<file path="src/hw/atcc_cfg.svh">
// Summary of operation
// - complementary output of channel 0 active high when its polarity bit is 0
// - polarity bits ignore writes while protection level is 11 or 10
// - complementary enable bit turns the channel 0 complementary output on or off
// - main output of channel 0 active high when polarity is 0, low when 1
// - input edge: 00 rising, 01 falling, 11 both, 10 reserved (no edge)
// - counter reads current count; a software write replaces it at once
// - counter clock is the timer clock divided by divider value plus one
// - divider value reaches its working copy only at an update event
// - reload register is the counter's reload limit
// - 8-bit repeat counter counts down at each wrap; update event at a wrap that finds it at zero, then it reloads
// - enabled shadows refresh only at the reduced update rate
// - in input mode the value register holds last capture and is read-only
// - in output mode value register is compare; shadowed copy loads at update
// - counter, divider, reload, repeat, value registers take 16 and 32-bit access
// - channel 1 enable and polarity bits mirror channel 0 at bits 4 and 5
// - capture prescaler of a channel resets while its enable bit is clear
// - channel mode changes only while that channel's enable bit is clear
`ifndef ATCC_CFG_SVH
`define ATCC_CFG_SVH

// register offsets
`define ATCC_OFS_CHAN_CTL 8'h20
`define ATCC_OFS_COUNT 8'h24
`define ATCC_OFS_DIV 8'h28
`define ATCC_OFS_RELOAD 8'h2c
`define ATCC_OFS_REPEAT 8'h30
`define ATCC_OFS_CH0_VAL 8'h34
`define ATCC_OFS_CH1_VAL 8'h38

// channel control field positions
`define ATCC_BIT_CH0_EN 0
`define ATCC_BIT_CH0_P 1
`define ATCC_BIT_CH0_NEN 2
`define ATCC_BIT_CH0_NP 3
`define ATCC_BIT_CH1_EN 4
`define ATCC_BIT_CH1_P 5
`define ATCC_BIT_CH1_NEN 6
`define ATCC_BIT_CH1_NP 7
`define ATCC_CTL_POL_MASK 8'haa
`define ATCC_PROTECTION_LEVEL_LOCK_BIT 1

// access sizes and modes
`define ATCC_SIZE_HALF 2'h1
`define ATCC_SIZE_WORD 2'h2
`define ATCC_MODE_OUTPUT 2'h0

`endif

</file>
<file path="src/hw/atcc_pkg.sv">
`default_nettype none
package atcc_pkg;
  typedef logic [15:0] atcc_half_t;
  typedef logic [31:0] atcc_word_t;

  // prescaler state
  typedef struct packed {
    logic [15:0] cnt;
    logic [15:0] shadow;
    logic tick;
  } atcc_psc_st_t;

  // channel state
  typedef struct packed {
    logic [1:0] mode;
    logic [15:0] value;
    logic [15:0] active;
    logic prev_in;
    logic [2:0] psc_cnt;
    logic out;
    logic out_n;
    logic cap_evt;
  } atcc_chan_st_t;

  // top state
  typedef struct packed {
    logic [7:0] ctl;
    logic [15:0] count;
    logic [15:0] div;
    logic [15:0] reload;
    logic [15:0] reload_act;
    logic [7:0] rep_val;
    logic [7:0] rep_cnt;
    logic update;
    logic [31:0] rdata;
    logic ack;
  } atcc_top_st_t;
endpackage : atcc_pkg
`default_nettype wire

</file>
<file path="src/hw/atcc_prescale.sv">
`default_nettype none
module atcc_prescale (
  // clock and reset
  input wire logic i_core_clk,
  input wire logic i_rstn,
  // control
  input wire logic i_run,
  input wire logic i_update,
  input wire atcc_pkg::atcc_half_t i_div_value,
  // counter clock enable
  output logic o_tick
);
  import atcc_pkg::*;

  atcc_psc_st_t st_reg;
  atcc_psc_st_t st_next;

  // divide by shadow plus one; a new divider waits for the update event
  always_comb begin
    st_next = st_reg;
    st_next.tick = 1'b0;
    if (i_update) begin
      st_next.shadow = i_div_value;
    end
    if (i_run) begin
      if (st_reg.cnt >= st_reg.shadow) begin
        st_next.cnt = 16'h0000;
        st_next.tick = 1'b1;
      end else begin
        st_next.cnt = st_reg.cnt + 16'h0001;
      end
    end
  end

  always_ff @(posedge i_core_clk or negedge i_rstn) begin
    if (!i_rstn) begin
      st_reg <= '0;
    end else begin
      st_reg <= st_next;
    end
  end

  assign o_tick = st_reg.tick;

  // full period only while the shadow held; a lowered shadow cuts one period short
  div_period_a: assert property (@(posedge i_core_clk) disable iff (!i_rstn)
    st_reg.tick && $past(st_reg.shadow, 2) == $past(st_reg.shadow) |->
      st_reg.cnt == 16'h0000 && $past(st_reg.cnt) == $past(st_reg.shadow))
    else $error("prescaler tick at wrong count");

  shadow_hold_a: assert property (@(posedge i_core_clk) disable iff (!i_rstn)
    !i_update |=> $stable(st_reg.shadow))
    else $error("divider shadow changed without update");
endmodule // atcc_prescale
`default_nettype wire

</file>
<file path="src/hw/atcc_channel.sv">
`default_nettype none
`include "atcc_cfg.svh"
module atcc_channel (
  // clock and reset
  input wire logic i_core_clk,
  input wire logic i_rstn,
  // timebase
  input wire atcc_pkg::atcc_half_t i_count,
  input wire logic i_update,
  // control bits
  input wire logic i_enable,
  input wire logic i_polarity,
  input wire logic i_comp_enable,
  input wire logic i_comp_polarity,
  input wire logic [1:0] i_mode_req,
  input wire logic [1:0] i_cap_psc,
  input wire logic i_shadow_en,
  // software write of the value register
  input wire logic i_value_wr,
  input wire atcc_pkg::atcc_half_t i_wdata,
  // pin side
  input wire logic i_capture_input,
  output logic o_out,
  output logic o_out_n,
  // status
  output atcc_pkg::atcc_half_t o_value,
  output logic o_capture_event
);
  import atcc_pkg::*;

  atcc_chan_st_t st_reg;
  atcc_chan_st_t st_next;
  logic out_mode;
  logic edge_hit;
  logic cmp_ref;

  // edges needed before a capture, minus one
  function automatic logic [2:0] psc_limit(input logic [1:0] sel);
    case (sel)
      2'h0: psc_limit = 3'h0;
      2'h1: psc_limit = 3'h1;
      2'h2: psc_limit = 3'h3;
      default: psc_limit = 3'h7;
    endcase
  endfunction

  assign out_mode = (st_reg.mode == `ATCC_MODE_OUTPUT);
  assign cmp_ref = (i_count < st_reg.active);

  // active edge from the polarity pair; reserved code never captures
  always_comb begin
    case ({i_comp_polarity, i_polarity})
      2'b00: edge_hit = i_capture_input & ~st_reg.prev_in;
      2'b01: edge_hit = ~i_capture_input & st_reg.prev_in;
      2'b11: edge_hit = i_capture_input ^ st_reg.prev_in;
      default: edge_hit = 1'b0;
    endcase
  end

  always_comb begin
    st_next = st_reg;
    st_next.cap_evt = 1'b0;
    st_next.prev_in = i_capture_input;
    // mode latched only while idle, so a live channel never flips role
    if (!i_enable) begin
      st_next.mode = i_mode_req;
      st_next.psc_cnt = 3'h0;
    end
    // capture path
    if (!out_mode && i_enable && edge_hit) begin
      if (st_reg.psc_cnt == psc_limit(i_cap_psc)) begin
        st_next.psc_cnt = 3'h0;
        st_next.value = i_count;
        st_next.cap_evt = 1'b1;
      end else begin
        st_next.psc_cnt = st_reg.psc_cnt + 3'h1;
      end
    end
    // software sees the value as read-only while capturing
    if (i_value_wr && out_mode) begin
      st_next.value = i_wdata;
    end
    // compare copy in use
    if (!i_shadow_en) begin
      st_next.active = st_next.value;
    end else if (i_update) begin
      st_next.active = st_reg.value;
    end
    // pins idle low outside output mode
    st_next.out = out_mode & i_enable & (cmp_ref ^ i_polarity);
    st_next.out_n = out_mode & i_comp_enable & (~cmp_ref ^ i_comp_polarity);
  end

  always_ff @(posedge i_core_clk or negedge i_rstn) begin
    if (!i_rstn) begin
      st_reg <= '0;
    end else begin
      st_reg <= st_next;
    end
  end

  assign o_out = st_reg.out;
  assign o_out_n = st_reg.out_n;
  assign o_value = st_reg.value;
  assign o_capture_event = st_reg.cap_evt;

  capture_value_a: assert property (@(posedge i_core_clk) disable iff (!i_rstn)
    st_reg.cap_evt |-> st_reg.value == $past(i_count))
    else $error("captured value is not the count at the edge");

  psc_clear_a: assert property (@(posedge i_core_clk) disable iff (!i_rstn)
    !i_enable |=> st_reg.psc_cnt == 3'h0)
    else $error("capture prescaler not reset while disabled");

  mode_hold_a: assert property (@(posedge i_core_clk) disable iff (!i_rstn)
    i_enable |=> $stable(st_reg.mode))
    else $error("mode changed while channel enabled");

  out_disable_a: assert property (@(posedge i_core_clk) disable iff (!i_rstn)
    !i_enable |=> !st_reg.out)
    else $error("main output active while channel disabled");

  comp_level_a: assert property (@(posedge i_core_clk) disable iff (!i_rstn)
    out_mode && i_comp_enable && !cmp_ref |=> st_reg.out_n == !$past(i_comp_polarity))
    else $error("complementary output level wrong");
endmodule // atcc_channel
`default_nettype wire

</file>
<file path="src/hw/atcc_top.sv">
`default_nettype none
`include "atcc_cfg.svh"
module atcc_top (
  // clock and reset
  input wire logic i_core_clk,
  input wire logic i_rstn,
  // register port
  input wire logic i_bus_sel,
  input wire logic i_bus_write,
  input wire logic [7:0] i_bus_addr,
  input wire logic [1:0] i_bus_size,
  input wire atcc_pkg::atcc_word_t i_bus_wdata,
  output atcc_pkg::atcc_word_t o_bus_rdata,
  output logic o_bus_ack,
  // timer-level controls held outside this unit
  input wire logic i_count_enable,
  input wire logic [1:0] i_protection_level,
  input wire logic i_reload_shadow_en,
  // channel 0 configuration
  input wire logic [1:0] i_ch0_mode_req,
  input wire logic [1:0] i_ch0_cap_psc,
  input wire logic i_ch0_shadow_en,
  // channel 1 configuration
  input wire logic [1:0] i_ch1_mode_req,
  input wire logic [1:0] i_ch1_cap_psc,
  input wire logic i_ch1_shadow_en,
  // capture pins
  input wire logic i_ch0_capture_input,
  input wire logic i_ch1_capture_input,
  // compare pins
  output logic o_ch0_output_signal,
  output logic o_ch0_comp_output,
  output logic o_ch1_output_signal,
  output logic o_ch1_comp_output,
  // events
  output logic o_update_event,
  output logic o_ch0_capture_event,
  output logic o_ch1_capture_event
);
  import atcc_pkg::*;

  atcc_top_st_t st_reg;
  atcc_top_st_t st_next;
  logic bus_legal;
  logic bus_wr;
  logic bus_rd;
  logic wr_ctl;
  logic wr_count;
  logic wr_div;
  logic wr_reload;
  logic wr_rep;
  logic wr_ch0;
  logic wr_ch1;
  logic psc_tick;
  logic at_limit;
  logic protection_level_lock;
  logic [7:0] ctl_new;
  atcc_half_t rd_half;
  atcc_half_t ch0_value;
  atcc_half_t ch1_value;

  // write strobe for one offset
  function automatic logic wr_hit(input logic [7:0] addr, input logic [7:0] ofs,
                                  input logic wr);
    wr_hit = wr && (addr == ofs);
  endfunction

  // only aligned half-word or word accesses move data; others are acked empty
  assign bus_legal = (i_bus_addr[1:0] == 2'h0) &&
                     ((i_bus_size == `ATCC_SIZE_HALF) || (i_bus_size == `ATCC_SIZE_WORD));
  assign bus_wr = i_bus_sel && i_bus_write && bus_legal;
  assign bus_rd = i_bus_sel && !i_bus_write && bus_legal;

  // write decode
  assign wr_ctl = wr_hit(i_bus_addr, `ATCC_OFS_CHAN_CTL, bus_wr);
  assign wr_count = wr_hit(i_bus_addr, `ATCC_OFS_COUNT, bus_wr);
  assign wr_div = wr_hit(i_bus_addr, `ATCC_OFS_DIV, bus_wr);
  assign wr_reload = wr_hit(i_bus_addr, `ATCC_OFS_RELOAD, bus_wr);
  assign wr_rep = wr_hit(i_bus_addr, `ATCC_OFS_REPEAT, bus_wr);
  assign wr_ch0 = wr_hit(i_bus_addr, `ATCC_OFS_CH0_VAL, bus_wr);
  assign wr_ch1 = wr_hit(i_bus_addr, `ATCC_OFS_CH1_VAL, bus_wr);

  // polarity lock from the protection level held outside
  assign protection_level_lock = i_protection_level[`ATCC_PROTECTION_LEVEL_LOCK_BIT];
  assign ctl_new = protection_level_lock ?
                   ((i_bus_wdata[7:0] & ~`ATCC_CTL_POL_MASK) |
                    (st_reg.ctl & `ATCC_CTL_POL_MASK)) :
                   i_bus_wdata[7:0];

  assign at_limit = (st_reg.count >= st_reg.reload_act);

  // read mux; unmapped offsets read zero
  always_comb begin
    case (i_bus_addr)
      `ATCC_OFS_CHAN_CTL: rd_half = {8'h00, st_reg.ctl};
      `ATCC_OFS_COUNT: rd_half = st_reg.count;
      `ATCC_OFS_DIV: rd_half = st_reg.div;
      `ATCC_OFS_RELOAD: rd_half = st_reg.reload;
      `ATCC_OFS_REPEAT: rd_half = {8'h00, st_reg.rep_val};
      `ATCC_OFS_CH0_VAL: rd_half = ch0_value;
      `ATCC_OFS_CH1_VAL: rd_half = ch1_value;
      default: rd_half = 16'h0000;
    endcase
  end

  // register file, counter and repetition logic
  always_comb begin
    st_next = st_reg;
    st_next.ack = 1'b0;
    st_next.update = 1'b0;
    st_next.rdata = 32'h0000_0000;
    // every selected access gets a one-cycle ack
    if (i_bus_sel) begin
      st_next.ack = 1'b1;
    end
    if (bus_rd) begin
      st_next.rdata = {16'h0000, rd_half};
    end
    if (wr_ctl) begin
      st_next.ctl = ctl_new;
    end
    if (wr_div) begin
      st_next.div = i_bus_wdata[15:0];
    end
    if (wr_reload) begin
      st_next.reload = i_bus_wdata[15:0];
    end
    // upper repeat bits are not stored, so they read back zero
    if (wr_rep) begin
      st_next.rep_val = i_bus_wdata[7:0];
    end
    // up-counting with wrap at the limit
    if (psc_tick) begin
      if (at_limit) begin
        st_next.count = 16'h0000;
        if (st_reg.rep_cnt == 8'h00) begin
          st_next.update = 1'b1;
          st_next.rep_cnt = st_reg.rep_val;
        end else begin
          st_next.rep_cnt = st_reg.rep_cnt - 8'h01;
        end
      end else begin
        st_next.count = st_reg.count + 16'h0001;
      end
    end
    // software write wins over the tick in the same cycle
    if (wr_count) begin
      st_next.count = i_bus_wdata[15:0];
    end
    // reload copy in use: direct, or only at the slowed update rate
    if (!i_reload_shadow_en) begin
      st_next.reload_act = st_next.reload;
    end else if (st_reg.update) begin
      st_next.reload_act = st_reg.reload;
    end
  end

  always_ff @(posedge i_core_clk or negedge i_rstn) begin
    if (!i_rstn) begin
      st_reg <= '0;
    end else begin
      st_reg <= st_next;
    end
  end

  // counter clock enable; divider change lands on the next update
  atcc_prescale u_prescale (
    .i_core_clk(i_core_clk),
    .i_rstn(i_rstn),
    .i_run(i_count_enable),
    .i_update(st_reg.update),
    .i_div_value(st_reg.div),
    .o_tick(psc_tick)
  );

  // channel 0
  atcc_channel u_ch0 (
    .i_core_clk(i_core_clk),
    .i_rstn(i_rstn),
    .i_count(st_reg.count),
    .i_update(st_reg.update),
    .i_enable(st_reg.ctl[`ATCC_BIT_CH0_EN]),
    .i_polarity(st_reg.ctl[`ATCC_BIT_CH0_P]),
    .i_comp_enable(st_reg.ctl[`ATCC_BIT_CH0_NEN]),
    .i_comp_polarity(st_reg.ctl[`ATCC_BIT_CH0_NP]),
    .i_mode_req(i_ch0_mode_req),
    .i_cap_psc(i_ch0_cap_psc),
    .i_shadow_en(i_ch0_shadow_en),
    .i_value_wr(wr_ch0),
    .i_wdata(i_bus_wdata[15:0]),
    .i_capture_input(i_ch0_capture_input),
    .o_out(o_ch0_output_signal),
    .o_out_n(o_ch0_comp_output),
    .o_value(ch0_value),
    .o_capture_event(o_ch0_capture_event)
  );

  // channel 1 uses the same logic on bits 4 to 7
  atcc_channel u_ch1 (
    .i_core_clk(i_core_clk),
    .i_rstn(i_rstn),
    .i_count(st_reg.count),
    .i_update(st_reg.update),
    .i_enable(st_reg.ctl[`ATCC_BIT_CH1_EN]),
    .i_polarity(st_reg.ctl[`ATCC_BIT_CH1_P]),
    .i_comp_enable(st_reg.ctl[`ATCC_BIT_CH1_NEN]),
    .i_comp_polarity(st_reg.ctl[`ATCC_BIT_CH1_NP]),
    .i_mode_req(i_ch1_mode_req),
    .i_cap_psc(i_ch1_cap_psc),
    .i_shadow_en(i_ch1_shadow_en),
    .i_value_wr(wr_ch1),
    .i_wdata(i_bus_wdata[15:0]),
    .i_capture_input(i_ch1_capture_input),
    .o_out(o_ch1_output_signal),
    .o_out_n(o_ch1_comp_output),
    .o_value(ch1_value),
    .o_capture_event(o_ch1_capture_event)
  );

  // registered outputs
  assign o_bus_rdata = st_reg.rdata;
  assign o_bus_ack = st_reg.ack;
  assign o_update_event = st_reg.update;

  protection_level_lock_a: assert property (@(posedge i_core_clk) disable iff (!i_rstn)
    wr_ctl && protection_level_lock |=>
      (st_reg.ctl & `ATCC_CTL_POL_MASK) == ($past(st_reg.ctl) & `ATCC_CTL_POL_MASK))
    else $error("polarity bits changed while protected");

  count_write_a: assert property (@(posedge i_core_clk) disable iff (!i_rstn)
    wr_count |=> st_reg.count == $past(i_bus_wdata[15:0]))
    else $error("counter write not applied");

  count_wrap_a: assert property (@(posedge i_core_clk) disable iff (!i_rstn)
    psc_tick && at_limit && !wr_count |=> st_reg.count == 16'h0000)
    else $error("counter did not wrap at limit");

  count_hold_a: assert property (@(posedge i_core_clk) disable iff (!i_rstn)
    !psc_tick && !wr_count |=> $stable(st_reg.count))
    else $error("counter moved without a counter clock");

  repeat_update_a: assert property (@(posedge i_core_clk) disable iff (!i_rstn)
    psc_tick && at_limit && st_reg.rep_cnt == 8'h00 |=>
      st_reg.update && st_reg.rep_cnt == $past(st_reg.rep_val))
    else $error("update event missing at repeat zero");

  update_cause_a: assert property (@(posedge i_core_clk) disable iff (!i_rstn)
    st_reg.update |-> $past(st_reg.rep_cnt) == 8'h00 && $past(psc_tick))
    else $error("update event without repeat counter at zero");

  reload_shadow_a: assert property (@(posedge i_core_clk) disable iff (!i_rstn)
    i_reload_shadow_en && !st_reg.update |=> $stable(st_reg.reload_act))
    else $error("reload shadow refreshed between updates");

  read_ack_a: assert property (@(posedge i_core_clk) disable iff (!i_rstn)
    bus_rd && i_bus_addr == `ATCC_OFS_COUNT |=>
      o_bus_ack && o_bus_rdata == {16'h0000, $past(st_reg.count)})
    else $error("counter read returned wrong data");

  // every select is answered
  ack_pulse_a: assert property (@(posedge i_core_clk) disable iff (!i_rstn)
    o_bus_ack == $past(i_bus_sel))
    else $error("ack not one cycle after select");

  // data only after a legal read
  rdata_idle_a: assert property (@(posedge i_core_clk) disable iff (!i_rstn)
    !bus_rd |=> o_bus_rdata == 32'h0000_0000)
    else $error("read data not zero");

  // 16-bit registers, upper half zero
  rdata_upper_a: assert property (@(posedge i_core_clk) disable iff (!i_rstn)
    o_bus_rdata[31:16] == 16'h0000)
    else $error("upper read data not zero");

  // unlocked control write lands whole
  ctl_write_a: assert property (@(posedge i_core_clk) disable iff (!i_rstn)
    wr_ctl && !protection_level_lock |=> st_reg.ctl == $past(i_bus_wdata[7:0]))
    else $error("control write lost");

  // one step per counter clock
  count_step_a: assert property (@(posedge i_core_clk) disable iff (!i_rstn)
    psc_tick && !at_limit && !wr_count |=> st_reg.count == $past(st_reg.count) + 16'h0001)
    else $error("counter did not step");

  // wrap short of zero steps repeat down
  repeat_step_a: assert property (@(posedge i_core_clk) disable iff (!i_rstn)
    psc_tick && at_limit && st_reg.rep_cnt != 8'h00 |=>
      !st_reg.update && st_reg.rep_cnt == $past(st_reg.rep_cnt) - 8'h01)
    else $error("repeat counter did not step");

  // low 8 repeat bits kept
  rep_write_a: assert property (@(posedge i_core_clk) disable iff (!i_rstn)
    wr_rep |=> st_reg.rep_val == $past(i_bus_wdata[7:0]))
    else $error("repeat write lost");

  // unshadowed limit follows register
  reload_direct_a: assert property (@(posedge i_core_clk) disable iff (!i_rstn)
    !i_reload_shadow_en |=> st_reg.reload_act == st_reg.reload)
    else $error("limit in use differs");

  // shadowed limit loads at update
  reload_load_a: assert property (@(posedge i_core_clk) disable iff (!i_rstn)
    i_reload_shadow_en && st_reg.update |=> st_reg.reload_act == $past(st_reg.reload))
    else $error("limit shadow not loaded");
endmodule // atcc_top
`default_nettype wire

</file>
<file path="config.mk">
export PLATFORM = sky130hd
export DESIGN_NAME = atcc_top
export DESIGN_NICKNAME = d
export VERILOG_FILES = /design/src/hw/atcc_pkg.sv /design/src/hw/atcc_prescale.sv /design/src/hw/atcc_channel.sv /design/src/hw/atcc_top.sv
export VERILOG_INCLUDE_DIRS = /design/src /design/src/hw
export SDC_FILE = /design/constraint.sdc
export NUM_CORES = 1
export LEC_CHECK = 0
export BUFFER_PORTS_ARGS = -buffer_cell sky130_fd_sc_hd__buf_2
export CORE_ASPECT_RATIO = 0.5
export CORE_UTILIZATION = 40
export CTS_BUF_LIST = sky130_fd_sc_hd__clkbuf_8
export CTS_CLUSTER_DIAMETER = 50
export DETAILED_ROUTE_END_ITERATION = 6
export GPL_TIMING_DRIVEN = 0
export SLEW_MARGIN = 30
export SYNTH_ARGS = -nofsm -noshare
export SYNTH_HDL_FRONTEND = slang
export SYNTH_SLANG_ARGS = --single-unit
</file>
<file path="constraint.sdc">
create_clock -name i_core_clk -period 2.6 [get_ports i_core_clk]
set_input_delay 0.65 -clock i_core_clk [delete_from_list [all_inputs] [get_ports i_core_clk]]
set_output_delay 0.65 -clock i_core_clk [all_outputs]
set_load 0.01 [all_outputs]
</file>
==> flow_metrics.py, run 1 <==
metrics = {
    "status": {
        "outcome": "finished with violations",
        "failed_checks": "negative setup slack",
    },
    "route": {
        "drtIter0Drc": 984,
        "dr.pass1.iters": 5,
        "drc": 0,
        "drt-total-wl_um": 36980,
        "drtAntennaViolNets": 0,
        "wl_per_cell_um": 19.75,
        "detail_route.vias_per_cell": 5.471,
        "vias": 10240,
    },
    "clock_tree": {
        "cts.sinks": 221,
        "cts_tree": "done",
        "clock_latency_ns": 0.57,
        "ctsHoldBuffers": 0,
        "path_clk_slew_ns": 0.06,
        "clk_path_buf_depth": 3,
        "cts_made_buffers": 37,
        "cts_root_buf": "clkbuf_8",
        "htreeDepth": 2,
    },
    "min_path": {
        "hp-class": "input port to async pin",
    },
    "timing": {
        "min_period_ns": 2.692,
        "finalClockSkew_ns": 0.03226,
        "relSlewSlack": 0.4646,
        "setup-violations-final": 9,
        "holdWs_ns": 0.01090,
        "setup_slack_ns": -0.09224,
        "tightestPinTransition_ns": 0.8031,
        "slew_viol_final": 0,
        "finalCritPeriodShare": 1.035,
        "rsz0062_at_grt": "yes",
        "finalHoldViolCount": 0,
        "fmax_mhz": 371.4,
    },
    "floorplan": {
        "ios": 102,
        "initial_utilization": 0.4080,
        "die_h_um": 126.6,
        "num_rows": 45,
        "die_w_um": 251.3,
        "core_um2": 30460,
        "die_area_um2": 31820,
    },
    "worst_setup_path": {
        "critPathCaptureType": "register",
        "path_cells": "buf_2, or4b_4, nor4_2, and2_1, buf_4, buf_4, mux2_2, nor2_1, a21oi_1",
        "crit_family": "simple AND/OR/NAND/NOR gates",
        "cp_data_required_time_ns": 3.02,
        "cpMaxStageDelayCell": "nor4_2",
        "crit_arrival_ns": 3.11,
        "cp_max_fo": 10,
        "path_class": "input port to register",
        "crit_path_start_kind": "input port",
        "critPathBufInv": 3,
        "cp_common_cell": "buf_4",
        "max_stage_delay_ns": 0.65,
    },
    "yosys": {
        "ys_warn_count": 0,
        "synth_top_area_cell": "dfrtp_1",
        "ys_top_cells_by_area": "dfrtp_1 45%, ha_1 7.2%, mux2_2 5.2%",
        "synth_area_um2": 12430,
        "async_reset_ff_frac": 1.000,
        "synthDistinctLibCells": 64,
        "synth_seq_cells": 221,
        "synth_seq_area_share": 0.4450,
        "ys.flop_type": "dfrtp_1",
        "syn_avg_cell_area_um2": 9.559,
        "synth_edf_count": 0,
        "syn_inst": 1300,
        "synth_top_area_frac": 0.4450,
    },
    "power_and_ir_drop": {
        "p_clk_frac": 0.324,
        "internal_power_uw": 6330,
        "p_sw_uw": 3379,
        "power_frac_seq": 0.435,
        "peakVddDrop_mv": 0.2888,
        "p_comb_frac": 0.242,
        "p_sw_frac": 0.3480,
        "p_per_area_nw_per_um2": 680.6,
        "leakagePower_uw": 0.006635,
    },
    "layout": {
        "final_common_cell": "dfrtp_1",
        "stdcell_count": 1872,
        "syn_to_final_growth_pct": 14.79,
        "multi_input_comb_area_um2": 6170,
        "fill_cells": 2879,
        "antenna_cells": 0,
        "stdcell_area_um2": 14260,
        "largest_reg_flops": 88,
        "final_layout_size_suffix_gt1_frac": 0.1732,
        "seq_area_um2": 5533,
        "nets": 1560,
        "final_cell_mix": "219 x dfrtp_1, 120 x nand2_1, 106 x a21oi_1",
    },
    "placement": {
        "hpwl_um": 27440,
        "numPlacedInstances": 1804,
        "gp_routability_congestion": 0.9344,
        "port-buffer-count": 64,
        "postPlaceCellArea_um2": 13430,
    },
    "global_route": {
        "gr-usage-met2": 0.3621,
        "grtUsageMet1": 0.3400,
        "overflow": 0,
        "met3_usage": 0.05808,
        "grt_start_max_net_pins": 87,
        "grt_pass1_vias": 10230,
        "busiest_layer": "met2",
        "grt_usage": 0.2376,
        "grt_pass1_wl_um": 58020,
        "antenna_found_initial": 0,
    },
    "flow_run": {
        "cap_violations": 0,
    },
}
repair_timing:
action | 4_1_cts | 5_1_grt
setup buffers | 2 | 5
pin swaps | 2 | 2
endpoints found under the hold margin | 0 | 0
resized for setup | 14 | 13
endpoints found under the setup margin | 99 | 78
stage by stage:
stage               setup TNS, ns  worst slack [ns]  utilization  total power (uW)
floorplan                 -0.1217          -0.01217            -              5595
CTS                             0           0.01021       0.4665              9712
global route               -1.458           -0.1214       0.4683             10280
finish                    -0.6137          -0.09224       0.4683              9709
detailed placement         -79.82           -0.9284       0.4410              6492
global placement          -716.85            -2.949       0.4388              6393
cell usage after synthesis, drive strengths merged, types with 24 or more instances:
master  number
mux2i       50
o211ai      35
inv         76
clkbuf      54
nor2        98
ha          72
dfrtp      221
nand2      120
a21oi      106
o21ai       57
and3        30
mux2        57
a22oi       24
buf         55
per-layer routing:
metal  wire length, um  part of all wire
met3              2979             0.081
met4               571             0.015
met2             16140              0.44
met1             17290              0.47
met5                 0                 0
cell families (layout without fill, tap and decap cells):
| group | count (synthesis) | after routing | share of synthesized area |
|---|---|---|---|
| mux | 107 | 107 | 0.09193 |
| simple gates | 367 | 367 | 0.1418 |
| flops | 221 | 221 | 0.4450 |
| fa+ha+maj | 72 | 72 | 0.07249 |
| buf+inv | 185 | 319 | 0.06806 |
| compound gates | 331 | 331 | 0.1692 |
| xor+xnor | 16 | 16 | 0.01128 |
| other cells | 1 | 16 | 0.0003018 |
cell type report:
type / instances / share of cell area
Clock inverter: 17 / 0.007192
Buffer: 108 / 0.04122
Clock buffer: 45 / 0.04342
Inverter: 76 / 0.02000
Timing Repair Buffer: 73 / 0.03070
Multi-Input combinational cell: 909 / 0.4325
Tap cell: 423 / 0.03710
Sequential cell: 221 / 0.3879
power groups by stage:
stage                     Combinational (uW)  Sequential (uW)  Clock, uW
after detailed placement                2240             4250          0
after global placement                  2160             4240          0
after CTS                               2310             4190       3210
final                                   2350             4220       3140
after floorplan                         1580             4010          0
after global routing                    2660             4240       3380
path summary, 6_finish.rpt:
| kind | from | endpoint | slack (ns) | depth (start not counted) |
|---|---|---|---|---|
| max reg2reg | st_reg[105]$_DFFE_PN0P_ | st_reg[39]$_DFFE_PN0P_ | 0.02 | 8 |
| min | i_rstn | u_ch1.st_reg[5]$_DFFE_PN0P_ | 0.01 | 1 |
| min in group i_core_clk | i_bus_sel | o_bus_ack$_DFF_PN0_ | 0.23 | 1 |
| min reg2reg | u_ch0.st_reg[39]$_DFFE_PN0N_ | u_ch0.st_reg[39]$_DFFE_PN0N_ | 0.51 | 1 |
| max in group asynchronous | i_rstn | u_prescale.st_reg[21]$_DFFE_PN0P_ | 1.74 | 2 |
| max | i_bus_addr[7] | st_reg[60]$_DFFE_PN0P_ | -0.09 | 9 |
Power figures use the tool's default switching activity.
==> inputs of run 2 (changes only) <==
--- a/config.mk
+++ b/config.mk
@@ -6,6 +6,7 @@
 export SDC_FILE = /design/constraint.sdc
 export NUM_CORES = 1
 export LEC_CHECK = 0
+export ABC_AREA = 1
 export BUFFER_PORTS_ARGS = -buffer_cell sky130_fd_sc_hd__buf_2
 export CORE_ASPECT_RATIO = 0.5
 export CORE_UTILIZATION = 40
@@ -13,6 +14,7 @@
 export CTS_CLUSTER_DIAMETER = 50
 export DETAILED_ROUTE_END_ITERATION = 6
 export GPL_TIMING_DRIVEN = 0
+export RECOVER_POWER = 50
 export SLEW_MARGIN = 30
 export SYNTH_ARGS = -nofsm -noshare
 export SYNTH_HDL_FRONTEND = slang
==> run 2 against run 1 <==
Compared with the run above:
- the flow now finishes without violations
- first-iteration DRC count down 14%
- register-to-register slack improved by 0.23 ns
- die area increased by 2.5%
- routed wire length is 2.7% lower
- clock skew decreased by 0.0077 ns
==> flow_metrics.py, run 2 <==
metrics = {
    "status": {
        "outcome": "finished clean",
    },
    "route": {
        "vias": 11070,
        "dr.pass1.iters": 5,
        "drt-total-wl_um": 35970,
        "wl_per_cell_um": 16.17,
        "drc": 0,
        "drtIter0Drc": 843,
        "drtAntennaViolNets": 0,
        "detail_route.vias_per_cell": 4.977,
    },
    "clock_tree": {
        "path_clk_slew_ns": 0.07,
        "clk_path_buf_depth": 3,
        "post_cts_buffers": 0,
        "cts_made_buffers": 36,
        "htreeDepth": 2,
        "cts_tree": "done",
        "cts.sinks": 221,
        "clock_latency_ns": 0.57,
        "cts_root_buf": "clkbuf_8",
    },
    "timing": {
        "setup_slack_ns": 0.2484,
        "finalHoldViolCount": 0,
        "tightestPinTransition_ns": 1.138,
        "slew_viol_final": 0,
        "finalClockSkew_ns": 0.02461,
        "fmax_mhz": 425.2,
        "setup-violations-final": 0,
        "finalCritPeriodShare": 0.9045,
        "relSlewSlack": 0.2416,
        "min_period_ns": 2.352,
        "rsz0062_at_grt": "no",
        "holdWs_ns": 0.2242,
    },
    "placement": {
        "numPlacedInstances": 2159,
        "postPlaceCellArea_um2": 13750,
        "port-buffer-count": 68,
        "gp_routability_congestion": 0.8741,
        "place_worst_setup_slack_ns": -0.2329,
        "hpwl_um": 27010,
    },
    "yosys": {
        "ys_warn_count": 0,
        "yosysMostFrequentCell": "nand2_1",
        "async_reset_ff_frac": 1.000,
        "synth_edf_count": 0,
        "ys.flop_type": "dfrtp_1",
        "syn_avg_cell_area_um2": 7.719,
        "synth_seq_cells": 221,
        "synth_seq_area_share": 0.4342,
        "synthDistinctLibCells": 35,
        "yosys-top-cells-count": "408 x nand2_1, 243 x inv_1, 221 x dfrtp_1",
        "ys_top_cells_by_area": "dfrtp_1 43%, nand2_1 12%, nand3_1 7.7%",
        "synth_area_um2": 12740,
        "synth_top_area_cell": "dfrtp_1",
        "synth_top_area_frac": 0.4342,
        "syn_inst": 1650,
    },
    "worst_setup_path": {
        "critPathCaptureType": "register",
        "cpMaxStageDelayCell": "dfrtp_1",
        "crit_path_start_kind": "register",
        "cp_max_fo": 10,
        "crit_family": "simple AND/OR/NAND/NOR gates",
        "max_stage_delay_ns": 0.61,
        "path_cells": "ha_1, a21oi_1, o21ai_0, a21oi_1, nand2_1, nor2_4, clkbuf_2, nand3_1, nand2_1",
        "path_class": "register to register",
        "critPathBufInv": 1,
        "cp_data_required_time_ns": 3.10,
        "crit_arrival_ns": 2.86,
    },
    "floorplan": {
        "initial_utilization": 0.4135,
        "ios": 102,
        "die_h_um": 128.2,
        "die_area_um2": 32600,
        "die_w_um": 254.4,
        "core_um2": 30800,
        "num_rows": 45,
    },
    "layout": {
        "final_layout_size_suffix_gt1_frac": 0.1049,
        "stdcell_area_um2": 14480,
        "multi_input_comb_area_um2": 5907,
        "seq_area_um2": 5533,
        "final_cell_mix": "409 x nand2_1, 253 x inv_1, 219 x dfrtp_1",
        "stdcell_count": 2225,
        "final_common_cell": "nand2_1",
        "syn_to_final_growth_pct": 13.66,
        "utilization": 0.4700,
        "antenna_cells": 0,
        "nets": 1909,
        "largest_reg_flops": 88,
        "fill_cells": 3054,
    },
    "power_and_ir_drop": {
        "p_comb_frac": 0.104,
        "peakVddDrop_mv": 0.2680,
        "p_clk_frac": 0.424,
        "power_frac_seq": 0.472,
        "p_sw_uw": 2107,
        "internal_power_uw": 5461,
        "p_per_area_nw_per_um2": 522.8,
        "p_sw_frac": 0.2784,
        "leakagePower_uw": 0.007349,
    },
    "flow_run": {
        "cap_violations": 0,
    },
    "global_route": {
        "overflow": 0,
        "grt_pass1_vias": 10360,
        "grt_start_max_net_pins": 83,
        "antenna_found_initial": 1,
        "grt_usage": 0.2288,
        "grt_pass1_wl_um": 57200,
    },
    "min_path": {
        "hp-class": "input port to register",
    },
}
-- run 2: cell types whose count changed in the layout (fill, tap and decap cells not counted), sizes merged, moves of 23 or more --
cell,previous run,this run
o22ai,1,42
mux2i,50,5
mux2,57,1
o211ai,35,0
o21ai,57,119
a21oi,106,51
a22oi,24,0
nand2,120,411
and2,10,33
nand3,21,197
and3,30,0
inv,86,256
-- run 2: what timing repair did --
item                       CTS  global route
pin swaps                    0             0
hold buffers                 1             0
gates resized for setup      2             5
setup endpoints to repair   10            11
hold endpoints to repair    25             0
-- run 2: worst register-to-register path, stage by stage (launching register included) --
cell	delay, ns
dfrtp_1	0.61
ha_1	0.33
a21oi_1	0.15
o21ai_0	0.10
a21oi_1	0.23
nand2_1	0.20
nor2_4	0.22
clkbuf_2	0.26
nand3_1	0.11
nand2_1	0.09
-- run 2: logic make-up after synthesis --
| kind of cell | synth area share |
|---|---|
| xor gates and xnor gates | 0.02476 |
| AOI/OAI and AO/OA | 0.1027 |
| and+or+nand+nor | 0.2559 |
| buffers and inverters | 0.1066 |
| DFF | 0.4342 |
| adders and majority gates | 0.07073 |
| other | 0.0002944 |
| muxes | 0.004814 |
-- run 2: per-layer routing --
metal | share of wire | global-route usage
met5 | 0 | 0
met4 | 0.014 | 0.04819
met1 | 0.49 | 0.3405
met3 | 0.083 | 0.04792
met2 | 0.41 | 0.3392
-- run 2: power groups by stage --
stage	sequential (uW)	clock, uW	combinational (uW)
6_report	3570	3210	784
2_1_floorplan	3620	0	498
4_1_cts	3570	3280	796
5_1_grt	3580	3440	889
3_3_place_gp	3630	0	767
3_5_place_dp	3630	0	791
-- run 2: final timing paths --
path / start / endpoint / slack, ns / cells past startpoint
worst max-delay path: st_reg[113]$_DFFE_PN0P_ / st_reg[109]$_DFFE_PN0P_ / 0.25 / 9
worst min-delay path: i_bus_sel / o_bus_ack$_DFF_PN0_ / 0.22 / 1
worst max register to register: st_reg[113]$_DFFE_PN0P_ / st_reg[109]$_DFFE_PN0P_ / 0.25 / 9
worst min register to register: u_ch0.st_reg[39]$_DFFE_PN0N_ / u_ch0.st_reg[39]$_DFFE_PN0N_ / 0.48 / 2
max in group asynchronous: i_rstn / u_prescale.st_reg[4]$_DFFE_PN0P_ / 0.33 / 4
min in group asynchronous: i_rstn / u_ch0.st_reg[13]$_DFFE_PN0P_ / 0.52 / 2
-- run 2: metrics by stage --
stage / TNS, ns / power (uW)
final: 0 / 7567
after floorplan: 0 / 4114
after global routing: 0 / 7905
after global placement: -714.50 / 4400
after CTS: 0 / 7647
after detailed placement: -7.154 / 4425
-- run 2: area by class of cell --
cell class | instances | area share
clock inverters | 19 | 0.007779
multi-input cells | 1120 | 0.4081
flip-flops and latches | 221 | 0.3822
plain buffers | 78 | 0.03017
clock buffers | 46 | 0.04374
well taps | 423 | 0.03656
inverters | 246 | 0.06379
repair buffers | 72 | 0.02766
